### config.mk
export PLATFORM = sky130hd
export DESIGN_NAME = pwm_period_duty_core
export DESIGN_NICKNAME = d
export VERILOG_FILES = /design/src/pwm_pkg.sv /design/src/pwm_fine_div.sv /design/src/pwm_period_duty_core.sv
export SDC_FILE = /design/constraint.sdc
export NUM_CORES = 1
export LEC_CHECK = 0
export BUFFER_PORTS_ARGS = -buffer_cell sky130_fd_sc_hd__clkbuf_2
export CAP_MARGIN = 20
export CORE_ASPECT_RATIO = 0.5
export CORE_MARGIN = 2
export CORE_UTILIZATION = 49
export DETAILED_ROUTE_END_ITERATION = 10
export PLACE_DENSITY = 0.83
export SLEW_MARGIN = 20
export SYNTH_ARGS = -nofsm -noshare
export SYNTH_HDL_FRONTEND = slang
export SYNTH_SLANG_ARGS = --single-unit
### constraint.sdc
create_clock -name mclk -period 2 [get_ports mclk]
set_input_delay 0.1 -clock mclk [delete_from_list [all_inputs] [get_ports mclk]]
set_output_delay 0.1 -clock mclk [all_outputs]
set_load 0.02 [all_outputs]
### src/pwm_pkg.sv
package pwm_pkg;

  // Timing figures
  localparam int unsigned OSC_PERIOD_NS   = 10;
  localparam int unsigned OSC_PER_INSTR   = 4;

  // Prescale select codes
  localparam logic [1:0] PRESCALE_1      = 2'h0;
  localparam logic [1:0] PRESCALE_4      = 2'h1;
  localparam logic [1:0] PRESCALE_16     = 2'h2;

  // Last fine phase of one timebase increment for each ratio
  localparam logic [5:0] FINE_TOP_1      = 6'h03;
  localparam logic [5:0] FINE_TOP_4      = 6'h0F;
  localparam logic [5:0] FINE_TOP_16     = 6'h3F;

  // Reset values
  localparam logic [7:0] PERIOD_RESET    = 8'hFF;
  localparam logic [7:0] COUNT_RESET     = 8'h00;
  localparam logic [9:0] DUTY_RESET      = 10'h000;

  // Firmware-side settings
  typedef struct packed {
    logic       enable;
    logic [1:0] prescale_sel;
    logic [7:0] period_limit;
    logic [7:0] duty_buffer_high;
    logic [1:0] duty_buffer_low;
  } pwm_cfg_s;

  // Core state
  typedef struct packed {
    logic [7:0] timebase_count;
    logic [5:0] fine;
    logic [7:0] duty_active_high;
    logic [1:0] duty_active_low;
    logic       pwm_out;
    logic       period_match;
  } pwm_state_s;

endpackage : pwm_pkg

### src/pwm_fine_div.sv
`timescale 1ns/100ps
`default_nettype none
// Fine divider: four oscillator phases per instruction cycle, times the prescale
module pwm_fine_div (
  input  wire logic       mclk,
  input  wire logic       rstn,
  input  wire logic       run,
  input  wire logic [1:0] prescale_sel,
  output logic [5:0]      fine,
  output logic            tick
);

  logic [5:0] fine_r;
  logic [5:0] fine_nxt;
  logic [5:0] top;

  // Last fine step of one timebase increment; codes 2 and 3 both give 1:16
  always_comb begin
    case (prescale_sel)
      pwm_pkg::PRESCALE_1: top = pwm_pkg::FINE_TOP_1;
      pwm_pkg::PRESCALE_4: top = pwm_pkg::FINE_TOP_4;
      default:             top = pwm_pkg::FINE_TOP_16;
    endcase
    fine_nxt = 6'h00;
    if (run && fine_r != top) begin
      fine_nxt = fine_r + 6'h01;
    end
  end

  // Fine phase register
  always_ff @(posedge mclk or negedge rstn) begin
    if (!rstn) begin
      fine_r <= 6'h00;
    end else begin
      fine_r <= fine_nxt;
    end
  end

  assign fine = fine_r;
  assign tick = run && (fine_r == top);

endmodule : pwm_fine_div
`default_nettype wire

### src/pwm_period_duty_core.sv
`timescale 1ns/100ps
`default_nettype none
// Notes on behaviour
// - Period is (limit+1)*4*Tosc*prescale
// - Count equal limit clears on next increment
// - Match sets output unless duty zero
// - Match copies buffered duty into active
// - Duty is eight high plus two low
// - Buffered duty writable any time
// - Active duty not writable while running
// - High width is duty*Tosc*prescale
// - Ten-bit timebase from count plus phase
// - Timebase equal active duty clears output
// - Duty beyond period leaves output unchanged
// - Prescale ratios 1, 4 and 16
module pwm_period_duty_core (
  input  wire logic              mclk,
  input  wire logic              rstn,
  input  wire pwm_pkg::pwm_cfg_s cfg,
  output logic                   pwm_output_pin,
  output logic [7:0]             timebase_count,
  output logic [7:0]             duty_active_high,
  output logic                   period_start
);

  pwm_pkg::pwm_state_s st_r;
  pwm_pkg::pwm_state_s st_nxt;
  logic [5:0]          fine;
  logic                tick;
  logic                step;
  logic [9:0]          timebase_ahead;
  logic [1:0]          fine_low;
  logic [9:0]          timebase10;
  logic [9:0]          duty_active;
  logic [9:0]          duty_next;

  // Ten-bit timebase helper
  function automatic logic [9:0] join10(input logic [7:0] hi, input logic [1:0] lo);
    join10 = {hi, lo};
  endfunction : join10

  // Two low timebase bits for the selected prescale ratio
  function automatic logic [1:0] low_pair(input logic [1:0] sel, input logic [5:0] ph);
    case (sel)
      pwm_pkg::PRESCALE_1: low_pair = ph[1:0];
      pwm_pkg::PRESCALE_4: low_pair = ph[3:2];
      default:             low_pair = ph[5:4];
    endcase
  endfunction : low_pair

  // High when the phase bits below the low pair are at their last value
  function automatic logic pair_steps(input logic [1:0] sel, input logic [5:0] ph);
    case (sel)
      pwm_pkg::PRESCALE_1: pair_steps = 1'b1;
      pwm_pkg::PRESCALE_4: pair_steps = (ph[1:0] == 2'h3);
      default:             pair_steps = (ph[3:0] == 4'hF);
    endcase
  endfunction : pair_steps

  // Prescaler and oscillator phase, one increment per 4*prescale clocks
  pwm_fine_div u_div (
    .mclk         (mclk),
    .rstn         (rstn),
    .run          (cfg.enable),
    .prescale_sel (cfg.prescale_sel),
    .fine         (fine),
    .tick         (tick)
  );

  // Low timebase bits: system phase at 1:1, top prescaler bits otherwise
  assign fine_low    = low_pair(cfg.prescale_sel, fine);
  assign timebase10  = join10(st_r.timebase_count, fine_low);
  assign duty_active = join10(st_r.duty_active_high, st_r.duty_active_low);
  assign duty_next   = join10(cfg.duty_buffer_high, cfg.duty_buffer_low);
  assign step        = cfg.enable && pair_steps(cfg.prescale_sel, fine);
  assign timebase_ahead = timebase10 + 10'h001;

  // Next-state logic
  always_comb begin
    st_nxt              = st_r;
    st_nxt.fine         = fine;
    st_nxt.period_match = 1'b0;
    if (!cfg.enable) begin
      // Stopped: active duty may be loaded, output idles low
      st_nxt.timebase_count   = pwm_pkg::COUNT_RESET;
      st_nxt.duty_active_high = cfg.duty_buffer_high;
      st_nxt.duty_active_low  = cfg.duty_buffer_low;
      st_nxt.pwm_out          = 1'b0;
    end else begin
      // Pulse ends as the timebase steps onto the duty; a duty past the period never does
      if (step && timebase_ahead == duty_active) begin
        st_nxt.pwm_out = 1'b0;
      end
      if (tick) begin
        if (st_r.timebase_count == cfg.period_limit) begin
          st_nxt.timebase_count   = pwm_pkg::COUNT_RESET;
          st_nxt.duty_active_high = cfg.duty_buffer_high;
          st_nxt.duty_active_low  = cfg.duty_buffer_low;
          st_nxt.pwm_out          = (duty_next != pwm_pkg::DUTY_RESET);
          st_nxt.period_match     = 1'b1;
        end else begin
          st_nxt.timebase_count = st_r.timebase_count + 8'h01;
        end
      end
    end
  end

  // State register
  always_ff @(posedge mclk or negedge rstn) begin
    if (!rstn) begin
      st_r <= '{timebase_count: pwm_pkg::COUNT_RESET, fine: 6'h00,
                duty_active_high: 8'h00, duty_active_low: 2'h0,
                pwm_out: 1'b0, period_match: 1'b0};
    end else begin
      st_r <= st_nxt;
    end
  end

  // Outputs straight from flip-flops
  assign pwm_output_pin   = st_r.pwm_out;
  assign timebase_count   = st_r.timebase_count;
  assign duty_active_high = st_r.duty_active_high;
  assign period_start     = st_r.period_match;
endmodule : pwm_period_duty_core
`default_nettype wire

; ---- Word-level counts from Yosys, hierarchy flattened
; Index checks and enable logic that the tools add are counted.
[classes]
add_sub_neg = 3
n_eq_ne = 9
n_mux = 12
reduce_logical = 7
[ops]
columns = op, count
row1 = two-way mux 12 bit, 2
row2 = two-way mux 8 bit, 3
row3 = case mux 6 bit (2 select lines), 1
row4 = two-way mux 11 bit, 1
row5 = adder 10 x 1 -> 10 bit (second input constant), 1
row6 = equality test 10 bit, 1
row7 = nonzero test 10 bit, 1
row8 = adder 8 x 1 -> 8 bit (second input constant), 1
row9 = equality test 8 bit, 1
row10 = adder 6 x 1 -> 6 bit (second input constant), 1
row11 = equality test 6 bit, 1
row12 = two-way mux 6 bit, 1
row13 = != test 6 bit, 1
row14 = equality test 4 bit (second input constant), 1
row15 = logical AND 1 bit, 4
row16 = != test 2 x 1 -> 1 bit (second input constant), 2
row17 = case mux 2 bit (2 select lines), 1
row18 = equality test 2 x 1 -> 1 bit (second input constant), 1
row19 = equality test 2 bit (second input constant), 1
row20 = logical NOT 2 bit, 1
row21 = two-way mux 1 bit, 2
row22 = case mux 1 bit (2 select lines), 1
row23 = AND reduction 2 bit, 1
[totals]
reg_bits = 26
output_inout_bits = 18

; ---- Longest topological paths before layout
; Gate-level depths: netlist (run 1).
[logic_depth]
word_depth = 9
ltp_mapped = 9

; ---- By module
; Synthesis (run 1) repeated with hierarchy kept, for this count alone.
[unflattened]
cells_unflattened = 175
area_unflattened_um2 = 1707.9
[modules_own_cells]
columns = module, n_inst, cells_per_inst, area_each_um2, seq_area_each_um2
row1 = pwm_period_duty_core, 1, 145, 1403.8, 500.5
row2 = pwm_fine_div, 1, 30, 304.0, 150.1

; ---- Least setup slack after synthesis (run 1)
; No wires, ideal clock.
[synth_timing]
kind = reg-to-reg
from = register u_div.fine_r[2], in the netlist u_div.fine[2]
to = register st_r, in the netlist pwm_output_pin
setup_ns = 0.131
arrival_time_ns = 1.840
required_ns = 1.869
path_slack_ns = 0.029
path_stages_with_launch = 10
path_buffers = 0
synth_period_minus_slack_ns = 1.971
path_cell_list = dfrtp_1 mux2_2 mux2i_1 inv_1 ha_1 nand4_1 xnor2_1 o2111ai_1 nor4_1 a31oi_1
[synth_rtl]
columns = element, line
row1 = start: declaration, pwm_fine_div.sv:13  ; logic [5:0] fine_r;
row2 = start signal: assignment, pwm_fine_div.sv:35  ; fine_r <= fine_nxt;
row3 = end signal: assignment, pwm_period_duty_core.sv:111  ; st_r <= '{timebase_count: pwm_pkg::COUNT_RESET, fine: 6'h00,
row4 = end signal: assignment, pwm_period_duty_core.sv:115  ; st_r <= st_nxt;
row5 = end: declaration, pwm_period_duty_core.sv:26  ; pwm_pkg::pwm_state_s st_r;

==> results of run 1 <==
## logic make-up (layout without fill, tap and decap cells)
| logic type | Yosys count | after routing |
|---|---|---|
| buf+inv | 18 | 66 |
| mux | 14 | 14 |
| compound gates | 31 | 31 |
| simple gates | 55 | 55 |
| fa+ha+maj | 3 | 3 |
| flops | 26 | 26 |
| xor+xnor | 27 | 27 |
## layer usage
layer	global-route usage (%)	vias up
met5	0	-
met4	5.54	0
met3	4.82	6
met2	36.8	47
met1	26.8	697
li1	-	703
## placed cells by master, fill, tap and decap left out, types with 2 or more instances in the layout
cell type	netlist	routed
or4_1	2	2
mux2_2	2	2
xor2_1	6	6
dfrtp_1	26	26
nand3_1	5	5
nor2_1	10	10
inv_1	4	4
o21ai_0	13	13
nand2_1	12	12
nand4_1	2	2
mux2_4	10	10
clkbuf_8	0	3
ha_1	3	2
nor3_1	3	3
xnor2_2	2	2
a21oi_1	3	3
xnor2_1	19	19
and3_1	4	4
and2_1	3	3
nand4_2	2	2
a31oi_1	2	2
a22o_1	2	2
clkbuf_2	0	40
buf_4	9	17
mux2i_1	2	2
## what timing repair did
item | CTS | global route
setup endpoints to repair | 1 | 3
hold endpoints to repair | 26 | 0
gates resized for setup | 1 | 3
gates cloned | 0 | 0
buffers inserted | 1 | 1
pin swaps | 1 | 1
hold buffers | 1 | 0
## cell type report
| class | count | area (um^2) | share of cell area [%] |
|---|---|---|---|
| inverter | 4 | 15.0 | 0.692 |
| timing repair buffer | 59 | 358 | 16.5 |
| tap | 51 | 63.8 | 2.94 |
| clock buffer | 3 | 41.3 | 1.90 |
| multi-input combinational | 130 | 1040 | 48.0 |
| sequential | 26 | 651 | 30.0 |
## critical path, cell delays in order (launching register included)
cell,delay (ns)
dfrtp_1,0.39
mux2_2,0.30
mux2i_1,0.20
inv_1,0.07
ha_2,0.22
o21ai_0,0.16
o21ai_0,0.13
nor4_2,0.26
a31oi_1,0.11
## per-stage QoR
| step | TNS, ns | total power (W) | instance area, um^2 |
|---|---|---|---|
| final | 0 | 0.00132 | 2170 |
| after detailed placement | -0.0629 | 0.00102 | 2090 |
| after global routing | -0.0966 | 0.00139 | 2170 |
| after CTS | 0 | 0.00132 | 2150 |
| after floorplan | 0 | 0.000920 | 1810 |
| after global placement | 0 | 0.00101 | 2090 |
## power groups by stage
stage               sequential [W]  combinational, W  clock [W]
floorplan                 0.000630          0.000291          0
global placement          0.000627          0.000382          0
detailed placement        0.000629          0.000395          0
CTS                       0.000619          0.000401   0.000303
global route              0.000626          0.000441   0.000324
finish                    0.000618          0.000404   0.000299
## sequential cells by signal, summed over array words and instances, names as in the netlist
signal	cells
duty_active_high	8
timebase_count	8
u_div.fine	6
duty_active	2
period_start	1
pwm_output_pin	1
## final timing paths
check,start,end,cells past startpoint
worst max register to register,u_div.fine[2],pwm_output_pin,8
worst max-delay path,u_div.fine[2],pwm_output_pin,8
worst min register to register,u_div.fine[0],u_div.fine[0],2
max in group asynchronous,rstn,u_div.fine[0],2
min in group asynchronous,rstn,timebase_count[0],2
worst min-delay path,cfg[6],duty_active_high[4],2
==> results.md, run 1 <==
- CP Launch Type: register
- Reg power frac: 46.8%
- Layout cells sized above 1: between 30% and 40%
- Pin count of the biggest net entering global routing: 27
- LEAKAGE: 1.02 nW
- Synth area leader: dfrtp_1
- Global-route wire length before repair: 6770 um
- Wire length on met3: 222 um
- Worst Path Arrival: about 2.1 ns
- CTS tree: done
- Status: complete, no violations
- RSZ-0062 raised after global routing: true
- Max-cap viol count: 0
- Post-synthesis mux area share: roughly a tenth
- Wire per inst: 15.0 um
- HPWL after DPL: roughly 3200 um
- Io pins: 41
- Clock skew: about 0.0018 ns
- Synth Area in Compound Gates: 11.3%
- Setup crit end kind: register
- Root buffer cell: clkbuf_8
- CTS clock-pin slew for the worst setup and hold paths: 0.09 ns
- Vias in the first global route: between 1000 and 1500
- Die X: 89.9 um
- CP max FO: 5
- Worst EP required: ~2.2 ns
- Avg Vias per Cell: between 5 and 6
- Htree depth: 1
- Clk_lat worst skew: around 0.27 ns
- Clock tree buffer depth: 2
- Num rows: 15
- Final Hold Fails: 0
- Max Clock Freq: 510 MHz
- Worst Setup Path Type: reg -> reg
- Slew @ Worst Pin: about 0.64 ns
- Final ANT Viol Nets: 0
- Ys flop type: dfrtp_1
- Syn Inst Count: 174
- Post-synthesis simple-gate area fraction: 18.7%
- Die ar.: 0.00422 mm^2
- Setup slack at placement: -0.0629 ns
- Switching Share: between 30% and 40%
- Max-slew violation count: 0
- Total gr overflow: 0
- Top Metal Used: met4
- Top-count cell post-synth: dfrtp_1
- Final setup violating endpoints: 0
- Ys async rst share: 100%
- Min Tclk post-route: 1.96 ns
- Layout Nets: 250
- Filler cells: 298
- Final wirelength: 4080 um
- Peak supply drop: around 400 uV
- # clock sinks: 26
- Xor/xnor share of the synthesized area: 13.9%
- Post-route worst setup slack: 0.0400 ns
- Distinct cell type count after synthesis: 45
- Tcrit/Tclk final: 98.0%
- Util after Layout: just over 60%
- Via count: 1453
- Slew margin rel.: a little under three fifths
- Hold Path Class: in -> reg
- Comb pwr share: between 30% and 40%
- Non-filler cells, final: 273
- Core area: 0.00349 mm^2
- Int Power: 0.000900 W
- Post-Syn Nets: 200
- Largest cells by area after synthesis: dfrtp_1, xnor2_1, mux2_4, buf_4, o21ai_0
- Number of flops mapped to enable cells by yosys: 0
- R2r setup slk: 0.04 ns
- Initial drt markers: 82
- Fin Hold WS: about 0.067 ns
- Met2 WL post-DR: 1930 um
- Warnings, synthesis: 0
- Die height: 47.0 um
- Main combinational cell family by area after synthesis: simple AND/OR/NAND/NOR gates
- Switching Power: 0.000421 W
- Ant. Diodes: 0
- RePlAce Congestion: 0.889
- Met1 Wirelength: about 1900 um
- Mapped cell area: 0.00181 mm^2
- # DRC: 0
- Initial Util: 51.8%
- DP Cell Count: between 200 and 300
- All-Layer GR Usage: 20.7%
- Flops & latches, synth: 26
- PortBufs: 40
- Avg Synthesized Cell Area: just over 10 um^2
- Adder-Cell Fraction of Synth Area: 2.08%
- Clock share of power: 22.6%
- Synth top cells by count: dfrtp_1, xnor2_1, o21ai_0
- Area grow syn2layout: 20.1%
- Pre-antenna DRT Iters: 4
- Pwr per Cell Area: 608 mW/mm^2
- Initial antenna violation count: 0
- Num CTS Buffers: 3
- Register area share after synthesis: 36.0%
- Top-area cell type share of the netlist area: 36.0%
Power figures use the tool's default switching activity.
==> inputs of run 2 (changes only) <==
- CORE_UTILIZATION: 49 -> 50
- PLACE_DENSITY: 0.83 -> 0.82
- RECOVER_POWER: not set -> 25
- clock period: 2 -> 2.38 ns (I/O delays scaled with it)
==> results.md, run 2 (same netlist as run 1, synthesis figures left out) <==
- Status: complete, no violations
- Final wirelength: 3950 um (-3.4%)
- Pre-antenna DRT Iters: 4 (unchanged)
- FF-to-FF Start: u_div.fine[2]
- Post-route cell area: 0.00202 mm^2 (-6.9%)
- R2r setup slk: 0.12 ns (+0.08 ns)
- Slew margin rel.: 6.63% (-51 points)
- CTS clock-pin slew for the worst setup and hold paths: 0.08 ns (about the same)
- Io pins: 41 (unchanged)
- Top Metal Used: met4
- Worst Path Arrival: 2.40 ns (+0.28 ns)
- Wire length on met3: 232 um (+4.5%)
- Num CTS Buffers: 3 (unchanged)
- Register area: 651 um^2 (unchanged)
- Final ANT Viol Nets: 0 (unchanged)
- Commonest non-fill, non-tap cells in the layout: clkbuf_2, dfrtp_1, xnor2_1
- Max Clock Freq: 443 MHz (-13%)
- Pin count of the biggest net entering global routing: 27 (unchanged)
- Reg2reg end: pwm_output_pin
- Global-route wire length before repair: 6490 um (-4.1%)
- R2R depth: 9 (+1)
- Placed Area: 0.00197 mm^2 (-5.6%)
- Worst Setup Path Type: reg -> reg
- Slew @ Worst Pin: 1.40 ns (+0.758 ns)
- Total gr overflow: 0 (unchanged)
- Layout Nets: 234 (-6.4%)
- LEAKAGE: 0.931 nW (-9.0%)
- HPWL after DPL: 2990 um (-6.9%)
- Root buffer cell: clkbuf_8
- Filler cells: 304 (+2.0%)
- Multi-input gate area: 0.00103 mm^2 (-1.3%)
- CP Launch Type: register
- Hold Path Class: in -> reg
- Num rows: 15 (unchanged)
- Avg Vias per Cell: 5.47 (+2.7%)
- Final setup violating endpoints: 0 (unchanged)
- Via count: 1405 (-3.3%)
- Initial Util: 52.4% (+0.56 points)
- Met2 WL post-DR: 1890 um (-2.0%)
- Die ar.: 0.00414 mm^2 (-1.9%)
- Setup crit end kind: register
- # DRC: 0 (unchanged)
- Core area: 0.00345 mm^2 (-1.1%)
- Hold depth: 2 (unchanged)
- PortBufs: 40 (unchanged)
- Die X: 89.0 um (-0.96%)
- Layout cells sized above 1: 32.5% (-7.1 points)
- Setup slack at placement: 0.166 ns (+0.229 ns)
- Clock skew: 0.00450 ns (+0.00272 ns)
- Util after Layout: 58.6% (-3.6 points)
- Vias in the first global route: 1333 (-6.3%)
- Area grow syn2layout: 11.8%
- Max-cap viol count: 0 (unchanged)
- Worst EP required: 2.53 ns (+0.37 ns)
- Hold EP: duty_active_high[6]
- Die height: 46.5 um (-0.92%)
- CTS tree: done
- Post-CTS setup buffer count: 0 (-1)
- CP max FO: 7 (+2)
- Ant. Diodes: 0 (unchanged)
- Post-route worst setup slack: 0.123 ns (+0.0831 ns)
- Wire per inst: 15.4 um (+2.6%)
- Met1 Wirelength: 1790 um (-5.7%)
- RePlAce Congestion: 0.893 (+0.42%)
- All-Layer GR Usage: 20.9% (+0.20 points)
- Max-slew violation count: 0 (unchanged)
- Final Hold Fails: 0 (unchanged)
- Peak supply drop: 248 uV (-37%)
- Critical hold path startpoint: cfg[8]
- Pwr per Cell Area: 532 mW/mm^2 (-13%)
- Min Tclk post-route: 2.26 ns (+0.297 ns)
- Initial drt markers: 138 (+68%)
- Clk_lat worst skew: 0.27 ns (about the same)
- # clock sinks: 26 (unchanged)
- Clock tree buffer depth: 2 (unchanged)
- Htree depth: 1 (unchanged)
- Most common cell after layout, fill and taps aside: clkbuf_2
- Initial antenna violation count: 0 (unchanged)
- Tcrit/Tclk final: 94.8% (-3.2 points)
## run 2: cell types whose count changed in the layout (fill, tap and decap cells not counted), sizes merged
cell  delta
buf     -16
## run 2: critical path: stages (launching register included)
cell and delay [ns]:
dfrtp_1 0.45, mux2_2 0.32, mux2i_2 0.23, inv_1 0.08
ha_1 0.25, nand4_1 0.13, xnor2_1 0.13, o2111ai_1 0.13
nor4_1 0.29, a31oi_1 0.13
## run 2: layout make-up
type / instances / area share, %
clock buffer: 3 / 2.04
sequential: 26 / 32.2
inverter: 4 / 0.743
multi-input combinational: 130 / 50.9
tap: 51 / 3.16
timing repair buffer: 43 / 11.0
## run 2: worst max-delay path by stage
stage / from / endpoint / slack (ns) / depth (start not counted)
floorplan: u_div.fine[2] / pwm_output_pin / 0.41 / 9
global placement: u_div.fine[2] / pwm_output_pin / 0.32 / 9
detailed placement: u_div.fine[2] / pwm_output_pin / 0.17 / 9
CTS: u_div.fine[2] / pwm_output_pin / 0.14 / 9
global route: u_div.fine[2] / pwm_output_pin / -0.005 / 9
finish: u_div.fine[2] / pwm_output_pin / 0.12 / 9
## run 2: what timing repair did
action	4_1_cts	5_1_grt
gates resized for setup	0	1
hold buffers	1	0
setup endpoints to repair	0	1
hold endpoints to repair	26	0
## run 2: report_power, final
| part | internal [W] | switching, W |
|---|---|---|
| sequential | 0.000479 | 0.0000524 |
| clock | 0.000113 | 0.000130 |
| combinational | 0.000144 | 0.000158 |
| total | 0.000736 | 0.000340 |
## run 2: through the flow
stage / TNS (ns) / power (W) / hold slack, ns / cells
global route: -0.00452 / 0.00113 / 0.0882 / 257
global placement: 0 / 0.000827 / 0.161 / 253
CTS: 0 / 0.00108 / 0.0880 / 257
detailed placement: 0 / 0.000838 / 0.182 / 253
floorplan: 0 / 0.000773 / -0.177 / 174
finish: 0 / 0.00108 / 0.0912 / 257
## run 2: routing by layer
metal | vias to the layer above | global-route usage (%)
li1 | 672 | -
met3 | 4 | 4.12
met1 | 687 | 29.4
met2 | 42 | 34.2
met4 | 0 | 4.18
met5 | - | 0
